`config.mk`:
```
export PLATFORM = sky130hd
export DESIGN_NAME = isl_latch8
export DESIGN_NICKNAME = d
export VERILOG_FILES = /design/src/hw/isl_pkg.sv /design/src/hw/isl_buf2.sv /design/src/hw/isl_latch8.sv
export SDC_FILE = /design/constraint.sdc
export NUM_CORES = 1
export LEC_CHECK = 0
export BUFFER_PORTS_ARGS = -buffer_cell sky130_fd_sc_hd__buf_2
export CAP_MARGIN = 30
export CORE_ASPECT_RATIO = 1.5
export CORE_MARGIN = 8
export CORE_UTILIZATION = 47
export DETAILED_ROUTE_END_ITERATION = 8
export GPL_TIMING_DRIVEN = 0
export PLACE_DENSITY = 0.72
export SLEW_MARGIN = 10
export SYNTH_ARGS = -nofsm -noshare
export SYNTH_HDL_FRONTEND = slang
export SYNTH_HIERARCHICAL = 1
export SYNTH_SLANG_ARGS = --single-unit
```
`constraint.sdc`:
```
create_clock -name core_clk_i -period 5.05 [get_ports core_clk_i]
set_input_delay 0.2525 -clock core_clk_i [delete_from_list [all_inputs] [get_ports core_clk_i]]
set_output_delay 0.2525 -clock core_clk_i [all_outputs]
set_load 0.005 [all_outputs]
```
`src/hw/isl_pkg.sv`:
```
package isl_pkg;

  // frame geometry
  localparam int unsigned FRAME_BITS = 8;
  localparam int unsigned CNT_W = 3;
  // consecutive rejected link transfers before all stages go off
  localparam logic [2:0] FAIL_LIMIT = 3'h4;
  // output buffer value after reset and after disable
  localparam logic [7:0] OUT_RESET = 8'h00;
  // thermal duty pattern: on cycles and off cycles of the restart pwm
  localparam logic [7:0] THERM_ON_CYC = 8'h10;
  localparam logic [7:0] THERM_OFF_CYC = 8'hf0;
  // repetitive current limit switching: on cycles and off cycles of the limit pwm
  localparam logic [3:0] ILIM_ON_CYC = 4'h2;
  localparam logic [3:0] ILIM_OFF_CYC = 4'h6;
  // two-entry buffer depth
  localparam int unsigned BUF_DEPTH = 2;

  // serial pins after synchronisation
  typedef struct packed {
    logic sclk;
    logic cs_n;
    logic si;
  } isl_spi_t;

  // a frame handed to the output stage, with its validity verdict
  typedef struct packed {
    logic ok;
    logic [7:0] data;
  } isl_frame_t;

  typedef enum logic [1:0] {
    ST_IDLE,
    ST_SEL
  } isl_state_t;

endpackage : isl_pkg

```
`src/hw/isl_buf2.sv`:
```
`timescale 1ns/1ps
`default_nettype none
// two-entry buffer between the serial front end and the output stage
module isl_buf2 (
  input wire logic core_clk_i, // core clock
  input wire logic rst_b_i, // async reset, active low
  input wire logic in_valid_i, // frame offered
  output logic in_ready_o, // room for a frame
  input wire isl_pkg::isl_frame_t in_data_i, // frame in
  output logic out_valid_o, // frame waiting
  input wire logic out_ready_i, // stage takes frame
  output isl_pkg::isl_frame_t out_data_o // oldest frame
);
  isl_pkg::isl_frame_t mem_ff [isl_pkg::BUF_DEPTH];
  logic wr_ptr_ff;
  logic rd_ptr_ff;
  logic [1:0] cnt_ff;
  logic do_wr;
  logic do_rd;

  assign in_ready_o = (cnt_ff != 2'h2);
  assign out_valid_o = (cnt_ff != 2'h0);
  assign out_data_o = mem_ff[rd_ptr_ff];
  assign do_wr = in_valid_i && in_ready_o;
  assign do_rd = out_valid_o && out_ready_i;

  // storage has no reset; count guards every read
  always_ff @(posedge core_clk_i) begin
    if (do_wr) begin
      mem_ff[wr_ptr_ff] <= in_data_i;
    end
  end

  // pointers and fill count
  always_ff @(posedge core_clk_i or negedge rst_b_i) begin
    if (!rst_b_i) begin
      wr_ptr_ff <= 1'b0;
      rd_ptr_ff <= 1'b0;
      cnt_ff <= 2'h0;
    end else begin
      if (do_wr) begin
        wr_ptr_ff <= ~wr_ptr_ff;
      end
      if (do_rd) begin
        rd_ptr_ff <= ~rd_ptr_ff;
      end
      cnt_ff <= cnt_ff + {1'b0, do_wr} - {1'b0, do_rd};
    end
  end
endmodule : isl_buf2
`default_nettype wire

```
`src/hw/isl_latch8.sv`:
```
`timescale 1ns/1ps
`default_nettype none
module isl_latch8 (
  input wire logic core_clk_i, // core clock, 100 MHz
  input wire logic rst_b_i, // async power-up reset, active low
  input wire logic output_disable_n_i, // async disable, active low
  input wire logic sclk_i, // serial clock pin
  input wire logic cs_n_i, // chip select pin, active low
  input wire logic si_i, // serial data in pin
  output logic so_o, // serial data out value
  output logic so_oe_o, // serial out enable, high drives
  input wire logic [7:0] peak_over_i, // per channel peak current flag
  input wire logic [7:0] temp_over_i, // per channel over temperature
  output logic [7:0] channel_switch_outputs_o // channel gate drive
);
  isl_pkg::isl_spi_t s1_ff;
  isl_pkg::isl_spi_t s2_ff;
  logic sclk_d_ff;
  logic cs_d_ff;
  logic [7:0] shift_ff;
  logic [isl_pkg::CNT_W-1:0] cnt_ff;
  logic [7:0] outbuf_ff;
  logic [2:0] fail_ff;
  logic fail_off_ff;
  logic live_ff;
  isl_pkg::isl_state_t state_ff;
  logic so_ff;
  logic so_oe_ff;
  logic [7:0] chan_ff;
  logic [7:0] pk1_ff;
  logic [7:0] pk2_ff;
  logic [7:0] tp1_ff;
  logic [7:0] tp2_ff;
  logic rise;
  logic fall;
  logic cs_fall;
  logic cs_rise;
  logic sel;
  logic rst_all_b;
  logic buf_out_valid;
  isl_pkg::isl_frame_t buf_in;
  isl_pkg::isl_frame_t buf_out;
  logic [7:0] gate;

  // disable acts like reset on the whole front end, no clock needed
  assign rst_all_b = rst_b_i & output_disable_n_i;

  // two flops on every pin before any logic looks at them
  always_ff @(posedge core_clk_i or negedge rst_all_b) begin
    if (!rst_all_b) begin
      s1_ff <= '{sclk: 1'b1, cs_n: 1'b1, si: 1'b0};
      s2_ff <= '{sclk: 1'b1, cs_n: 1'b1, si: 1'b0};
    end else begin
      s1_ff <= '{sclk: sclk_i, cs_n: cs_n_i, si: si_i};
      s2_ff <= s1_ff;
    end
  end

  // edge history on the synchronised pins
  always_ff @(posedge core_clk_i or negedge rst_all_b) begin
    if (!rst_all_b) begin
      sclk_d_ff <= 1'b1;
      cs_d_ff <= 1'b1;
    end else begin
      sclk_d_ff <= s2_ff.sclk;
      cs_d_ff <= s2_ff.cs_n;
    end
  end

  assign sel = !s2_ff.cs_n;
  assign rise = sel && s2_ff.sclk && !sclk_d_ff;
  assign fall = sel && !s2_ff.sclk && sclk_d_ff;
  assign cs_fall = cs_d_ff && !s2_ff.cs_n;
  assign cs_rise = !cs_d_ff && s2_ff.cs_n;

  // selection state
  always_ff @(posedge core_clk_i or negedge rst_all_b) begin
    if (!rst_all_b) begin
      state_ff <= isl_pkg::ST_IDLE;
    end else begin
      unique case (state_ff)
        isl_pkg::ST_IDLE: begin
          if (cs_fall) begin
            state_ff <= isl_pkg::ST_SEL;
          end
        end
        isl_pkg::ST_SEL: begin
          if (cs_rise) begin
            state_ff <= isl_pkg::ST_IDLE;
          end
        end
      endcase
    end
  end

  // shift in on rising clock, msb first; clock kept high at cs edges
  // by the master, so no stray edge lands here
  always_ff @(posedge core_clk_i or negedge rst_all_b) begin
    if (!rst_all_b) begin
      shift_ff <= isl_pkg::OUT_RESET;
    end else if (rise) begin
      shift_ff <= {shift_ff[6:0], s2_ff.si};
    end
  end

  // modulo-8 pulse count, restarted at each selection
  always_ff @(posedge core_clk_i or negedge rst_all_b) begin
    if (!rst_all_b) begin
      cnt_ff <= '0;
    end else if (cs_fall) begin
      cnt_ff <= '0;
    end else if (rise) begin
      cnt_ff <= cnt_ff + 3'h1;
    end
  end

  // so: msb shown on select, next bit after each falling edge
  always_ff @(posedge core_clk_i or negedge rst_all_b) begin
    if (!rst_all_b) begin
      so_ff <= 1'b0;
      so_oe_ff <= 1'b0;
    end else begin
      so_oe_ff <= sel;
      if (cs_fall || fall) begin
        so_ff <= shift_ff[7];
      end
    end
  end
  assign so_o = so_ff;
  assign so_oe_o = so_oe_ff;

  // hand each finished frame with its verdict to the buffer
  assign buf_in.ok = (cnt_ff == 3'h0);
  assign buf_in.data = shift_ff;

  // the stage takes each frame the cycle after it lands here (out_ready_i tied high), so no frame waits
  isl_buf2 u_buf (
    .core_clk_i(core_clk_i),
    .rst_b_i(rst_all_b),
    .in_valid_i(cs_rise && (state_ff == isl_pkg::ST_SEL)),
    .in_ready_o(),
    .in_data_i(buf_in),
    .out_valid_o(buf_out_valid),
    .out_ready_i(1'b1),
    .out_data_o(buf_out)
  );

  // output buffer, failure counter and the live flag
  always_ff @(posedge core_clk_i or negedge rst_all_b) begin
    if (!rst_all_b) begin
      outbuf_ff <= isl_pkg::OUT_RESET;
      fail_ff <= 3'h0;
      fail_off_ff <= 1'b0;
      live_ff <= 1'b0;
    end else if (buf_out_valid) begin
      if (buf_out.ok) begin
        outbuf_ff <= buf_out.data;
        fail_ff <= 3'h0;
        fail_off_ff <= 1'b0;
        live_ff <= 1'b1;
      end else if (fail_ff == isl_pkg::FAIL_LIMIT - 3'h1) begin
        fail_off_ff <= 1'b1;
      end else begin
        fail_ff <= fail_ff + 3'h1;
      end
    end
  end

  // pin flags from the power side, synchronised
  always_ff @(posedge core_clk_i or negedge rst_b_i) begin
    if (!rst_b_i) begin
      pk1_ff <= 8'h00;
      pk2_ff <= 8'h00;
      tp1_ff <= 8'h00;
      tp2_ff <= 8'h00;
    end else begin
      pk1_ff <= peak_over_i;
      pk2_ff <= pk1_ff;
      tp1_ff <= temp_over_i;
      tp2_ff <= tp1_ff;
    end
  end

  // per channel protection: each channel throttles only itself
  genvar g;
  generate
    for (g = 0; g < 8; g++) begin : g_ch
      logic [7:0] tcnt_ff;
      logic ton_ff;
      logic [3:0] icnt_ff;
      logic ion_ff;
      // thermal pwm keeps running until the channel cools
      always_ff @(posedge core_clk_i or negedge rst_b_i) begin
        if (!rst_b_i) begin
          tcnt_ff <= 8'h00;
          ton_ff <= 1'b0;
        end else if (!tp2_ff[g]) begin
          tcnt_ff <= 8'h00;
          ton_ff <= 1'b0;
        end else if (tcnt_ff == 8'h00) begin
          ton_ff <= !ton_ff;
          tcnt_ff <= ton_ff ? isl_pkg::THERM_OFF_CYC : isl_pkg::THERM_ON_CYC;
        end else begin
          tcnt_ff <= tcnt_ff - 8'h01;
        end
      end
      // repetitive current limit switching
      always_ff @(posedge core_clk_i or negedge rst_b_i) begin
        if (!rst_b_i) begin
          icnt_ff <= 4'h0;
          ion_ff <= 1'b0;
        end else if (!pk2_ff[g]) begin
          icnt_ff <= 4'h0;
          ion_ff <= 1'b0;
        end else if (icnt_ff == 4'h0) begin
          ion_ff <= !ion_ff;
          icnt_ff <= ion_ff ? isl_pkg::ILIM_OFF_CYC : isl_pkg::ILIM_ON_CYC;
        end else begin
          icnt_ff <= icnt_ff - 4'h1;
        end
      end
      assign gate[g] = outbuf_ff[g]
        && (!tp2_ff[g] || ton_ff) && (!pk2_ff[g] || ion_ff);
    end
  endgenerate

  // final drive; disable forces off without waiting for a clock
  always_ff @(posedge core_clk_i or negedge rst_all_b) begin
    if (!rst_all_b) begin
      chan_ff <= 8'h00;
    end else begin
      chan_ff <= (live_ff && !fail_off_ff) ? gate : 8'h00;
    end
  end
  assign channel_switch_outputs_o = chan_ff;
endmodule : isl_latch8
`default_nettype wire

```
==> impl_metrics.tcl <==
set metrics [dict create \
    wl_met2_um 8670 \
    die_x_um 130 \
    insertion_delay_ns 0.49 \
    netSwitchingPower_uw 2270 \
    cap_viol_max_count 0 \
    final_cell_area_sq_um 10500 \
    slew_viol_final 0 \
    overflow 0 \
    place_congestion 0.822 \
    placed_area_sq_um 9640 \
    r2r_slack_ns 3.07 \
    drt-total-wl_um 16100 \
    wl_met3_um 649 \
    timing.rr.end "g_ch[1].tcnt_ff[3]" \
    coreArea_sq_um 19100 \
    finalCritPeriodShare_pct 39.2 \
    synth_cell_types 64 \
    h-tree-depth 1 \
    finalCriticalPeriod_ns 1.98 \
    critPathLaunch "g_ch[1].tcnt_ff[0]" \
    cts.sinks 209 \
    p_seq_share_pct 42.0 \
    numCtsBuffers 21 \
    power_leakage_uw 0.00471 \
    floorplan.initialDensity_pct 47.7 \
    regMostFlops "g_ch.tcnt_ff" \
    clockBufferDepth 3 \
    area_growth_pct 15.1 \
    ios 32 \
    finalPower_uw 6460 \
    required_ns 5.40 \
    fin_nets 907 \
    end_kind "register" \
    ys_ff_latch 209 \
    status "completed" \
    cts_root_buffer "clkbuf_16" \
    grt_max_degree 75 \
    wl_per_cell_um 14.4 \
    syn_area_sq_um 9100 \
    antenna_left 0 \
    critPathKind "register to register" \
    top_layer "met4" \
    num_vias 5851 \
    yosysSeqAreaShare_pct 58.5 \
    clk_pin_slew_worst_paths_ns 0.06 \
    avgSynthCellArea_sq_um 11.8 \
    io_buffers 31 \
    hp-class "input pin to async pin" \
    drive_gt1_share_pct 13.4 \
    setup_viol_count_final 0 \
    largest_reg_flops 64 \
    synthCells 770 \
    seq_area_sq_um 5330 \
    antennaDiodeCount 0 \
    viasPerCell 5.24 \
    worst-path-max-fanout 5 \
    multi_input_area_sq_um 3500 \
    slew_headroom_pct 46.8 \
    ctsResizeCount 0 \
    swShare_pct 35.1 \
    ys_warn_count 6 \
    drt_iter0_drc 265 \
    synth_nets 830 \
    ys_top_cells_by_area "dfrtp_1 (51%), edfxtp_1 (5.9%), ha_1 (5.2%)" \
    synth_commonest_cells "dfrtp_1 (185), nor2_1 (66), inv_1 (63), o21ai_0 (39), ha_1 (38)" \
    synth_top_area_share_pct 50.9 \
    arrival_ns 2.33 \
    grt_pass1_wl_um 28500 \
    tightestPinTransition_ns 0.794 \
    cts_tree "built" \
    dieArea_sq_um 24200 \
    p_comb_share_pct 35.7 \
    rr_startpoint "g_ch[1].tcnt_ff[0]" \
    rsz0062_at_grt "no" \
    clock_power_share_pct 22.3 \
    synth.most_common_cell "dfrtp_1" \
    hpwl_um 11000 \
    reg_top3 "g_ch.tcnt_ff (64), g_ch.icnt_ff (32), u_buf/mem_ff (18)" \
    grt_pass1_vias 6323 \
    die_y_um 186 \
    grt_usage_pct 14.2 \
    final_hold_viol_count 0 \
    power_per_cell_area_nw_per_um2 616 \
    skew_ns 0.00716 \
    first_pass_iters 4 \
    ir_worst_vdd_v 0.000338 \
    r2r_cells 5 \
    synth_edf_count 18 \
    postCtsSetupRepairBufs 0 \
    ys.flop_type "dfrtp_1" \
    antenna_found_initial 0 \
    crit_end "g_ch[1].tcnt_ff[3]" \
    fmax_mhz 505 \
    start_kind "register" \
    yosysTopAreaCell "dfrtp_1" \
    drc 0 \
    intPower_uw 4190 \
    fillers 1677 \
    m1WireLength_um 6360 \
    row_count 62 \
    synthArstFlopShare_pct 91.4 \
]
-- area by class of cell --
type	instances	area share, %
Multi-Input combinational cell	489	33.4
Tap cell	256	3.06
Buffer	9	0.370
Clock inverter	9	0.489
Inverter	63	2.26
Clock buffer	28	5.55
Sequential cell	209	50.8
Timing Repair Buffer	54	4.04
-- worst min-delay path by stage --
| stage | to | cells after the start | slack [ns] | start |
|---|---|---|---|---|
| 6_report | g_ch[0].icnt_ff[0] | 2 | 0.29 | rst_b_i |
| 2_1_floorplan | g_ch[0].icnt_ff[0] | 0 | -0.04 | rst_b_i |
| 3_5_place_dp | pk1_ff[0] | 1 | 0.25 | rst_b_i |
| 5_1_grt | g_ch[0].icnt_ff[0] | 2 | 0.33 | rst_b_i |
| 3_3_place_gp | pk2_ff[4] | 0 | 0.33 | pk1_ff[4] |
| 4_1_cts | g_ch[0].icnt_ff[1] | 2 | 0.31 | rst_b_i |
-- per-layer routing --
metal  track usage [%]  up-vias
li1                  -     2868
met1              15.5     2883
met2              26.3       72
met3              2.45       28
met4              5.38        0
met5                 0        -
-- power by group through the flow --
stage / Sequential, uW / Combinational (uW) / Clock [uW]
detailed placement: 2730 / 2310 / 0
global route: 2800 / 2650 / 1560
CTS: 2710 / 2340 / 1490
global placement: 2710 / 2210 / 0
floorplan: 2600 / 1870 / 0
finish: 2710 / 2300 / 1440
-- cells by family (layout without fill, tap and decap cells) --
| kind of cell | count (synthesis) | after routing | share of synthesized area, % |
|---|---|---|---|
| AND/OR/NAND/NOR | 244 | 244 | 15.2 |
| flip-flops | 209 | 209 | 58.5 |
| AO/OA/AOI/OAI | 132 | 132 | 9.87 |
| buffers and inverters | 72 | 163 | 3.02 |
| adder cells (fa/ha/maj) | 39 | 39 | 5.33 |
| multiplexers | 39 | 39 | 4.69 |
| XOR/XNOR | 34 | 34 | 3.27 |
| other | 1 | 1 | 0.0412 |
-- placed cells by master (no fill, tap or decap), types with 10 or more instances in the layout --
cell type	n
nor3b_1	25
nor2b_1	22
ha_1	38
mux2_2	20
dlygate4sd3_1	21
a21oi_1	22
o21ai_0	39
nand2_1	13
clkbuf_16	21
nor2_1	66
dfrtp_1	185
edfxtp_1	18
buf_2	33
or3_1	18
mux2i_1	10
xnor2_1	28
o31ai_1	13
nor3_1	35
a211oi_1	11
inv_1	63
nand2b_1	10
-- critical path, cell delays in order (launching register included) --
cell     delay, ns
dfrtp_1       0.42
inv_1         0.14
ha_1          0.23
or4b_1        0.51
o21ai_0       0.43
nor2_1        0.12
-- metrics by stage --
stage / cells / hold WS (ns) / setup slack [ns] / utilization [%] / TNS, ns
final: 1117 / 0.290 / 3.07 / 54.9 / 0
after global routing: 1117 / 0.325 / 2.93 / 54.9 / 0
after detailed placement: 1059 / 0.250 / 3.06 / 50.5 / 0
after CTS: 1117 / 0.312 / 3.05 / 54.9 / 0
after global placement: 1057 / 0.332 / -0.0925 / 50.2 / -3.65
after floorplan: 770 / -0.0431 / 3.26 / - / 0
-- timing repair --
action,in CTS,in global routing
hold buffers,21,0
endpoints found under the hold margin,105,0
endpoints found under the setup margin,0,0
Note: power is estimated with default switching activity, not from simulation.
